File: config.mk
export PLATFORM = sky130hd
export DESIGN_NAME = pfcs_host
export DESIGN_NICKNAME = d
export VERILOG_FILES = /design/src/design/pfcs_host.v /design/src/design/pfcs_sync.v
export VERILOG_INCLUDE_DIRS = /design/src /design/src/include
export SDC_FILE = /design/constraint.sdc
export NUM_CORES = 1
export LEC_CHECK = 0
export ABC_AREA = 1
export BUFFER_PORTS_ARGS = -buffer_cell sky130_fd_sc_hd__buf_2
export CAP_MARGIN = 40
export CORE_AREA = 2 2 114 116
export CTS_CLUSTER_SIZE = 12
export DETAILED_ROUTE_END_ITERATION = 10
export DIE_AREA = 0 0 116 118
export GPL_ROUTABILITY_DRIVEN = 0
export PLACE_DENSITY = 0.6
export SLEW_MARGIN = 20
export SYNTH_ARGS = -nofsm -noshare
export SYNTH_HDL_FRONTEND = slang
export SYNTH_SLANG_ARGS = --single-unit
File: constraint.sdc
create_clock -name ref_clk -period 3.85 [get_ports ref_clk]
set_input_delay 0 -clock ref_clk [delete_from_list [all_inputs] [get_ports ref_clk]]
set_output_delay 0 -clock ref_clk [all_outputs]
set_load 0.02 [all_outputs]
File: src/include/pfcs_map.vh
// Bus-cycle codes, addresses and timing counts of the flash command sequencer
`ifndef PFCS_MAP_VH
`define PFCS_MAP_VH
// Unlock addresses and data
`define PFCS_UNLOCK_ADDR1 18'h00555
`define PFCS_UNLOCK_ADDR2 18'h002aa
`define PFCS_UNLOCK_DATA1 8'haa
`define PFCS_UNLOCK_DATA2 8'h55
// Third / sixth cycle command codes
`define PFCS_CMD_PROGRAM 8'ha0
`define PFCS_CMD_ERASE_SETUP 8'h80
`define PFCS_CMD_CHIP_ERASE 8'h10
`define PFCS_CMD_BLOCK_ERASE 8'h30
`define PFCS_CMD_LOCKOUT 8'h40
`define PFCS_CMD_ID_ENTRY 8'h90
`define PFCS_CMD_ID_EXIT 8'hf0
// Operation codes on the user port
`define PFCS_OP_READ 3'h0
`define PFCS_OP_PROGRAM 3'h1
`define PFCS_OP_CHIP_ERASE 3'h2
`define PFCS_OP_BLOCK_ERASE 3'h3
`define PFCS_OP_LOCKOUT 3'h4
`define PFCS_OP_ID_ENTRY 3'h5
`define PFCS_OP_ID_EXIT 3'h6
`define PFCS_OP_ID_EXIT_SHORT 3'h7
// Lockout detection read: A1 high, A0 low, A14-A17 at boot block
`define PFCS_LOCK_DET_LOW 2'h2
`define PFCS_BOOT_TOP 4'hf
`define PFCS_BOOT_BOTTOM 4'h0
`define PFCS_ID_MAKER_OFS 8'h00
`define PFCS_ID_DEVICE_OFS 8'h01
// Bus timing in ns and cycles at 4 ns; pulses stay well above 20 ns glitch width
`define PFCS_CLK_NS 4
`define PFCS_T_PULSE_NS 60
`define PFCS_T_PULSE_CYC ((`PFCS_T_PULSE_NS + `PFCS_CLK_NS - 1) / `PFCS_CLK_NS)
`define PFCS_T_SETUP_NS 20
`define PFCS_T_SETUP_CYC ((`PFCS_T_SETUP_NS + `PFCS_CLK_NS - 1) / `PFCS_CLK_NS)
`define PFCS_T_READ_NS 100
`define PFCS_T_READ_CYC ((`PFCS_T_READ_NS + `PFCS_CLK_NS - 1) / `PFCS_CLK_NS)
`endif

File: src/design/pfcs_host.v
// Host-side command sequencer driving a parallel NOR flash over its strobe pins
`timescale 1ns/1ps
`include "pfcs_map.vh"
// Summary of operation
// - Program: two unlock cycles, A0h, then address/data
// - Chip erase: six cycles ending 555h/10h
// - Block erase: sixth cycle block address, 30h
// - Lockout enable: six cycles ending 40h
// - Lockout detect read at boot address
// - Identification exit: three-cycle or single F0h
// - Identification entry: third cycle 90h
// - Read: chip select, output strobe low
module pfcs_host
(
  // Clock and reset
  input wire ref_clk,
  input wire rst,
  // User request
  input wire req_valid,
  output wire req_ready,
  input wire [2:0] req_op,
  input wire [17:0] req_addr,
  input wire [7:0] req_data,
  // User answer
  output reg rsp_valid,
  output reg [7:0] rsp_data,
  output reg busy,
  // Flash pins
  output reg [17:0] flash_addr,
  output reg flash_ce_n,
  output reg flash_we_n,
  output reg flash_oe_n,
  input wire [7:0] flash_dq_in,
  output reg [7:0] flash_dq_out,
  output reg flash_dq_oe
);
  // ****************************************
  // State and sequence holding
  // ****************************************
  localparam [2:0] ST_IDLE = 3'h0;
  localparam [2:0] ST_SETUP = 3'h1;
  localparam [2:0] ST_WPULSE = 3'h2;
  localparam [2:0] ST_RPULSE = 3'h3;
  localparam [2:0] ST_HOLD = 3'h4;
  localparam [2:0] ST_POLL = 3'h5;
  localparam [31:0] PULSE_W = `PFCS_T_PULSE_CYC; // Full width, cut to the counter below
  localparam [31:0] SETUP_W = `PFCS_T_SETUP_CYC;
  localparam [31:0] READ_W = `PFCS_T_READ_CYC;
  localparam [7:0] PULSE_CYC = PULSE_W[7:0];
  localparam [7:0] SETUP_CYC = SETUP_W[7:0];
  localparam [7:0] READ_CYC = READ_W[7:0];
  reg [2:0] state_q;
  reg [7:0] cnt_q;
  reg [2:0] step_q;
  reg [2:0] nsteps_q;
  reg [2:0] op_q;
  reg [17:0] addr_q;
  reg [7:0] data_q;
  reg poll_prev_q;
  reg poll_have_q;
  wire [7:0] dq_sync;

  pfcs_sync u_sync
  (
    .ref_clk(ref_clk),
    .rst(rst),
    .pin_in(flash_dq_in),
    .sync_out(dq_sync)
  );

  assign req_ready = (state_q == ST_IDLE);

  // ****************************************
  // Bus-cycle address and data per step
  // ****************************************
  reg [17:0] cyc_addr;
  reg [7:0] cyc_data;
  always @*
  begin
    cyc_addr = `PFCS_UNLOCK_ADDR1;
    cyc_data = `PFCS_UNLOCK_DATA1;
    case (step_q)
      3'h0:
        if (op_q == `PFCS_OP_ID_EXIT_SHORT)
        begin
          cyc_addr = addr_q;
          cyc_data = `PFCS_CMD_ID_EXIT;
        end
      3'h1, 3'h4:
      begin
        cyc_addr = `PFCS_UNLOCK_ADDR2;
        cyc_data = `PFCS_UNLOCK_DATA2;
      end
      3'h2:
        case (op_q)
          `PFCS_OP_PROGRAM: cyc_data = `PFCS_CMD_PROGRAM;
          `PFCS_OP_ID_ENTRY: cyc_data = `PFCS_CMD_ID_ENTRY;
          `PFCS_OP_ID_EXIT: cyc_data = `PFCS_CMD_ID_EXIT;
          default: cyc_data = `PFCS_CMD_ERASE_SETUP;
        endcase
      3'h3:
        if (op_q == `PFCS_OP_PROGRAM)
        begin
          cyc_addr = addr_q;
          cyc_data = data_q;
        end
      3'h5:
        case (op_q)
          `PFCS_OP_CHIP_ERASE: cyc_data = `PFCS_CMD_CHIP_ERASE;
          `PFCS_OP_LOCKOUT: cyc_data = `PFCS_CMD_LOCKOUT;
          default:
          begin
            cyc_addr = addr_q;
            cyc_data = `PFCS_CMD_BLOCK_ERASE;
          end
        endcase
      default:
      begin
        cyc_addr = addr_q;
        cyc_data = 8'h00;
      end
    endcase
  end

  // Cycle count per operation; reads and polls have none
  reg [2:0] req_steps;
  always @*
  begin
    case (req_op)
      `PFCS_OP_PROGRAM: req_steps = 3'h4;
      `PFCS_OP_CHIP_ERASE, `PFCS_OP_BLOCK_ERASE, `PFCS_OP_LOCKOUT: req_steps = 3'h6;
      `PFCS_OP_ID_ENTRY, `PFCS_OP_ID_EXIT: req_steps = 3'h3;
      `PFCS_OP_ID_EXIT_SHORT: req_steps = 3'h1;
      default: req_steps = 3'h0;
    endcase
  end

  // Program and erase wait for completion before the next command
  wire op_embedded = (op_q == `PFCS_OP_PROGRAM) || (op_q == `PFCS_OP_CHIP_ERASE) ||
    (op_q == `PFCS_OP_BLOCK_ERASE);
  wire wr_step = (step_q < nsteps_q); // Step left to write, else a read
  // Bit6 stop toggling marks the end; status bits sampled on each poll read
  wire poll_done = poll_have_q && (poll_prev_q == dq_sync[6]);

  // ****************************************
  // Main sequencer
  // ****************************************
  // Write pulses stay longer than the device glitch filter
  always @(posedge ref_clk or posedge rst)
  begin
    if (rst)
    begin
      state_q <= ST_IDLE;
      cnt_q <= 8'h00;
      step_q <= 3'h0;
      nsteps_q <= 3'h0;
      op_q <= 3'h0;
      addr_q <= 18'h00000;
      data_q <= 8'h00;
      poll_prev_q <= 1'b0;
      poll_have_q <= 1'b0;
      rsp_valid <= 1'b0;
      rsp_data <= 8'h00;
      busy <= 1'b0;
      flash_addr <= 18'h00000;
      flash_ce_n <= 1'b1;
      flash_we_n <= 1'b1;
      flash_oe_n <= 1'b1;
      flash_dq_out <= 8'h00;
      flash_dq_oe <= 1'b0;
    end
    else
    begin
      rsp_valid <= 1'b0;
      if (cnt_q != 8'h00) // Shared down-counter; a state reloads it at zero
        cnt_q <= cnt_q - 8'h01;
      case (state_q)
        ST_IDLE:
        begin
          flash_ce_n <= 1'b1;
          flash_oe_n <= 1'b1;
          flash_we_n <= 1'b1;
          flash_dq_oe <= 1'b0;
          if (req_valid)
          begin
            op_q <= req_op;
            addr_q <= req_addr;
            data_q <= req_data;
            nsteps_q <= req_steps;
            step_q <= 3'h0;
            busy <= 1'b1;
            poll_have_q <= 1'b0;
            cnt_q <= SETUP_CYC;
            state_q <= ST_SETUP;
          end
        end
        ST_SETUP:
        begin
          // Address and data settle with strobes high, output strobe off
          flash_addr <= wr_step ? cyc_addr : addr_q;
          flash_dq_out <= cyc_data;
          flash_dq_oe <= wr_step;
          flash_oe_n <= 1'b1;
          if (cnt_q == 8'h00)
          begin
            flash_ce_n <= 1'b0;
            if (wr_step)
            begin
              flash_we_n <= 1'b0;
              cnt_q <= PULSE_CYC;
              state_q <= ST_WPULSE;
            end
            else
            begin
              flash_oe_n <= 1'b0;
              cnt_q <= READ_CYC;
              state_q <= ST_RPULSE;
            end
          end
        end
        ST_WPULSE:
        begin
          // Data held until after both strobes rise
          if (cnt_q == 8'h00)
          begin
            flash_we_n <= 1'b1;
            flash_ce_n <= 1'b1;
            step_q <= step_q + 3'h1;
            cnt_q <= SETUP_CYC;
            state_q <= ST_HOLD;
          end
        end
        ST_HOLD:
        begin
          if (cnt_q == 8'h00)
          begin
            flash_dq_oe <= 1'b0;
            if (wr_step || op_embedded)
            begin
              cnt_q <= SETUP_CYC;
              state_q <= ST_SETUP;
            end
            else
            begin
              busy <= 1'b0;
              rsp_valid <= 1'b1;
              state_q <= ST_IDLE;
            end
          end
        end
        ST_RPULSE:
        begin
          if (cnt_q == 8'h00)
          begin
            flash_oe_n <= 1'b1;
            flash_ce_n <= 1'b1;
            state_q <= ST_POLL;
          end
        end
        ST_POLL:
        begin
          // Synchroniser latency covered by the read pulse length
          poll_prev_q <= dq_sync[6];
          poll_have_q <= 1'b1;
          if (!op_embedded || poll_done)
          begin
            rsp_data <= dq_sync;
            rsp_valid <= 1'b1;
            busy <= 1'b0;
            state_q <= ST_IDLE;
          end
          else
          begin
            cnt_q <= SETUP_CYC;
            state_q <= ST_SETUP;
          end
        end
        default: state_q <= ST_IDLE;
      endcase
    end
  end
endmodule // pfcs_host

File: src/design/pfcs_sync.v
// Two-flop synchroniser for the flash data pins
`timescale 1ns/1ps
module pfcs_sync
(
  // Clock and reset
  input wire ref_clk,
  input wire rst,
  // Pin side
  input wire [7:0] pin_in,
  // Synchronised side
  output wire [7:0] sync_out
);
  reg [7:0] meta_q;
  reg [7:0] sync_q;

  // First stage feeds only the second
  always @(posedge ref_clk or posedge rst)
  begin
    if (rst)
    begin
      meta_q <= 8'h00;
      sync_q <= 8'h00;
    end
    else
    begin
      meta_q <= pin_in;
      sync_q <= meta_q;
    end
  end

  assign sync_out = sync_q;
endmodule // pfcs_sync

==> impl_metrics.py <==
metrics = {
    "timing": {
        "maxSlewViolCount": 0,
        "post-route-min-period_ns": 2.42,
        "grt_setup_unrepaired": "false",
        "fin_skew_ns": 0.0101,
        "min_period_over_period_pct": 62.8,
        "report.final.setup_viol": 0,
        "max_freq_mhz": 414,
        "tightestPinTransition_ns": 0.822,
        "whs_ns": 0.177,
        "slew_headroom_pct": 45.0,
        "hold_viol": 0,
        "fin_ws_ns": 1.43,
        "fin_setup_tns_ns": 0,
    },
    "floorplanning": {
        "core_mm2": 0.0124,
        "die_x_um": 116,
        "rows": 41,
        "io_pins": 81,
        "dieHeight_um": 118,
        "die_area_mm2": 0.0137,
        "start_util_pct": 38.7,
    },
    "synth": {
        "syn_avg_cell_area_um2": 8.71,
        "ys_types": 34,
        "synth-seq-area-share_pct": 54.3,
        "ys_warn_count": 0,
        "synthesis.nets": 601,
        "syn_inst": 551,
        "ys_ff_latch": 104,
        "synth_area_mm2": 0.00480,
    },
    "placement": {
        "post-dp-hpwl_um": 7710,
        "place_ws_ns": 1.46,
        "portBuffers": 80,
    },
    "power_and_ir_drop": {
        "p_total_uw": 4900,
        "peakVddDrop_mv": 0.400,
        "leakage_uw": 0.00308,
        "powerDensity_mw_per_mm2": 815,
    },
    "worst_setup_path": {
        "worstPathMaxFanout": 12,
        "cp-end-kind": "flip-flop",
        "start_kind": "flip-flop",
        "cp.arrival_ns": 2.66,
        "worstPathRequired_ns": 4.10,
        "crit_type": "flip-flop to flip-flop",
    },
    "detailed_routing": {
        "drt_iter0_drc": 187,
        "drtAntennaViolNets": 0,
        "vias": 3953,
        "via_per_inst": 4.68,
        "wirelength_um": 11000,
        "dr.pass1.iters": 4,
        "wire_per_inst_um": 13.1,
        "route.detailed.drc": 0,
    },
    "clock_tree": {
        "clock-root-buffer": "clkbuf_16",
        "numCtsBuffers": 9,
        "htree_levels": 3,
        "clock_path_buffers": 2,
        "cts.sinks": 104,
        "clk_pin_slew_worst_paths_ns": 0.08,
        "cts_setup_buffers": 0,
        "cts_tree": "yes",
        "insertion_delay_ns": 0.36,
    },
    "grt": {
        "grt_busiest_layer": "met2",
        "track_usage_pct": 17.3,
        "grt_use_met3_pct": 4.38,
        "grt_pass1_vias": 3999,
        "met2_usage_pct": 28.4,
        "use_met1_pct": 22.1,
        "grt_pass1_wl_um": 18800,
        "grt_start_max_net_pins": 52,
        "overflow": 0,
        "antenna_found_initial": 0,
    },
    "finish": {
        "layout.nets": 717,
        "layout-drive-gt1-share_pct": 19.5,
        "diodes": 0,
        "synthToLayoutAreaGrowth_pct": 25.3,
    },
    "job": {
        "drv_cap": 0,
    },
    "worst_hold_path": {
        "hold_class": "input pin to asynchronous set/reset pin",
    },
    "status": {
        "status": "finished, final reports clean",
    },
}
-- worst paths after layout --
check                                       from                  to  slack (ns)  cells past startpoint
worst min register to register  u_sync.meta_q[0]  u_sync.sync_out[0]        0.35                      0
worst max-delay path                   step_q[2]      flash_addr[13]        1.43                      7
min in group ref_clk              flash_dq_in[0]    u_sync.meta_q[0]        0.28                      2
worst max register to register         step_q[2]      flash_addr[13]        1.43                      7
worst min-delay path                         rst       flash_addr[4]        0.18                      3
max in group asynchronous                    rst       flash_addr[1]        3.00                      4
-- sequential cells by signal, summed over array words and instances (netlist names) --
name	count
state_q	3
step_q	3
data_q	8
op_q	3
flash_oe_n	1
flash_ce_n	1
u_sync.sync_out	8
cnt_q	8
flash_dq_oe	1
rsp_valid	1
u_sync.meta_q	8
busy	1
flash_we_n	1
rsp_data	8
poll_prev_q	1
flash_addr	18
flash_dq_out	8
poll_have_q	1
addr_q	18
nsteps_q	3
-- area by class of cell --
class,count,area (um2)
Fill cell,1242,6400
Sequential cell,104,2610
Multi-Input combinational cell,378,1880
Timing Repair Buffer,121,826
Clock buffer,9,225
Tap cell,172,215
Inverter,53,201
Clock inverter,7,62.6
-- cells by family after synthesis --
logic type	Yosys count	share of synthesized area, %
flip-flops	104	54.3
XOR/XNOR	4	0.730
AO/OA/AOI/OAI	85	9.88
multiplexers	7	1.64
AND/OR/NAND/NOR	272	24.3
adder cells (fa/ha/maj)	10	2.61
buffers and inverters	69	6.59
-- power by group --
part	internal, uW	switching (uW)
Sequential	1520	295
Combinational	762	1440
Clock	451	433
Total	2730	2170
-- cell usage after synthesis --
| cell | count | area [um2] |
|---|---|---|
| buf_2 | 4 | 20.0 |
| mux2_2 | 7 | 78.8 |
| o21ai_1 | 4 | 20.0 |
| buf_4 | 4 | 30.0 |
| nor3_4 | 1 | 16.3 |
| nor2_4 | 5 | 56.3 |
| nor2_2 | 4 | 25.0 |
| a21oi_2 | 1 | 8.76 |
| buf_6 | 5 | 56.3 |
| nand2_2 | 2 | 12.5 |
| o22ai_1 | 2 | 12.5 |
| inv_1 | 48 | 180 |
| a2bb2oi_1 | 5 | 43.8 |
| dfstp_2 | 3 | 78.8 |
| clkbuf_1 | 3 | 11.3 |
| o21ai_2 | 1 | 8.76 |
| nand4_1 | 4 | 25.0 |
| nor2_1 | 35 | 131 |
| nor2_8 | 1 | 20.0 |
| nand2_1 | 182 | 683 |
| ha_1 | 10 | 125 |
| xor2_1 | 4 | 35.0 |
| nand3_1 | 28 | 140 |
| nor3_1 | 7 | 35.0 |
| a21oi_1 | 20 | 100 |
| o21ai_0 | 45 | 225 |
| nand3b_1 | 1 | 7.51 |
| inv_2 | 5 | 18.8 |
| dfrtp_1 | 101 | 2530 |
| o21bai_1 | 1 | 7.51 |
| or2_2 | 2 | 12.5 |
| o21a_1 | 2 | 15.0 |
| a22o_1 | 2 | 17.5 |
| o31ai_1 | 2 | 15.0 |
-- critical path: stages (launching register included) --
cell	delay, ns
dfrtp_1	0.44
ha_1	0.33
a21oi_1	0.15
nand2_1	0.21
nor2_2	0.32
nand4_1	0.54
nand3_1	0.24
nand2_1	0.06
-- through the flow --
step / utilization (%) / std cells / instance area (um2)
6_report: 48.4 / 844 / 6010
4_1_cts: 48.4 / 844 / 6010
5_1_grt: 48.4 / 844 / 6010
3_5_place_dp: 43.0 / 789 / 5340
3_3_place_gp: 42.8 / 788 / 5310
2_1_floorplan: - / 551 / 4800
-- cells in the final DEF, fill, tap and decap left out, types with 10 or more instances in the layout --
cell / Yosys / layout
a21oi_1: 20 / 20
inv_1: 48 / 47
ha_1: 10 / 10
nand2_1: 182 / 182
buf_2: 4 / 80
dfrtp_1: 101 / 101
dlygate4sd3_1: 0 / 39
nand3_1: 28 / 28
nor2_1: 35 / 35
o21ai_0: 45 / 45
-- timing repair --
action,4_1_cts,5_1_grt
setup endpoints to repair,0,0
resized for setup,0,0
hold buffers,39,0
hold endpoints to repair,65,0
-- routing by layer --
layer | routed length (um) | share of wire, % | up-vias
li1 | - | - | 1995
met1 | 5150 | 47 | 1844
met2 | 5180 | 47 | 101
met3 | 497 | 4.5 | 13
met4 | 197 | 1.8 | 0
met5 | 0 | 0 | -
Note: power is estimated with default switching activity, not from simulation.
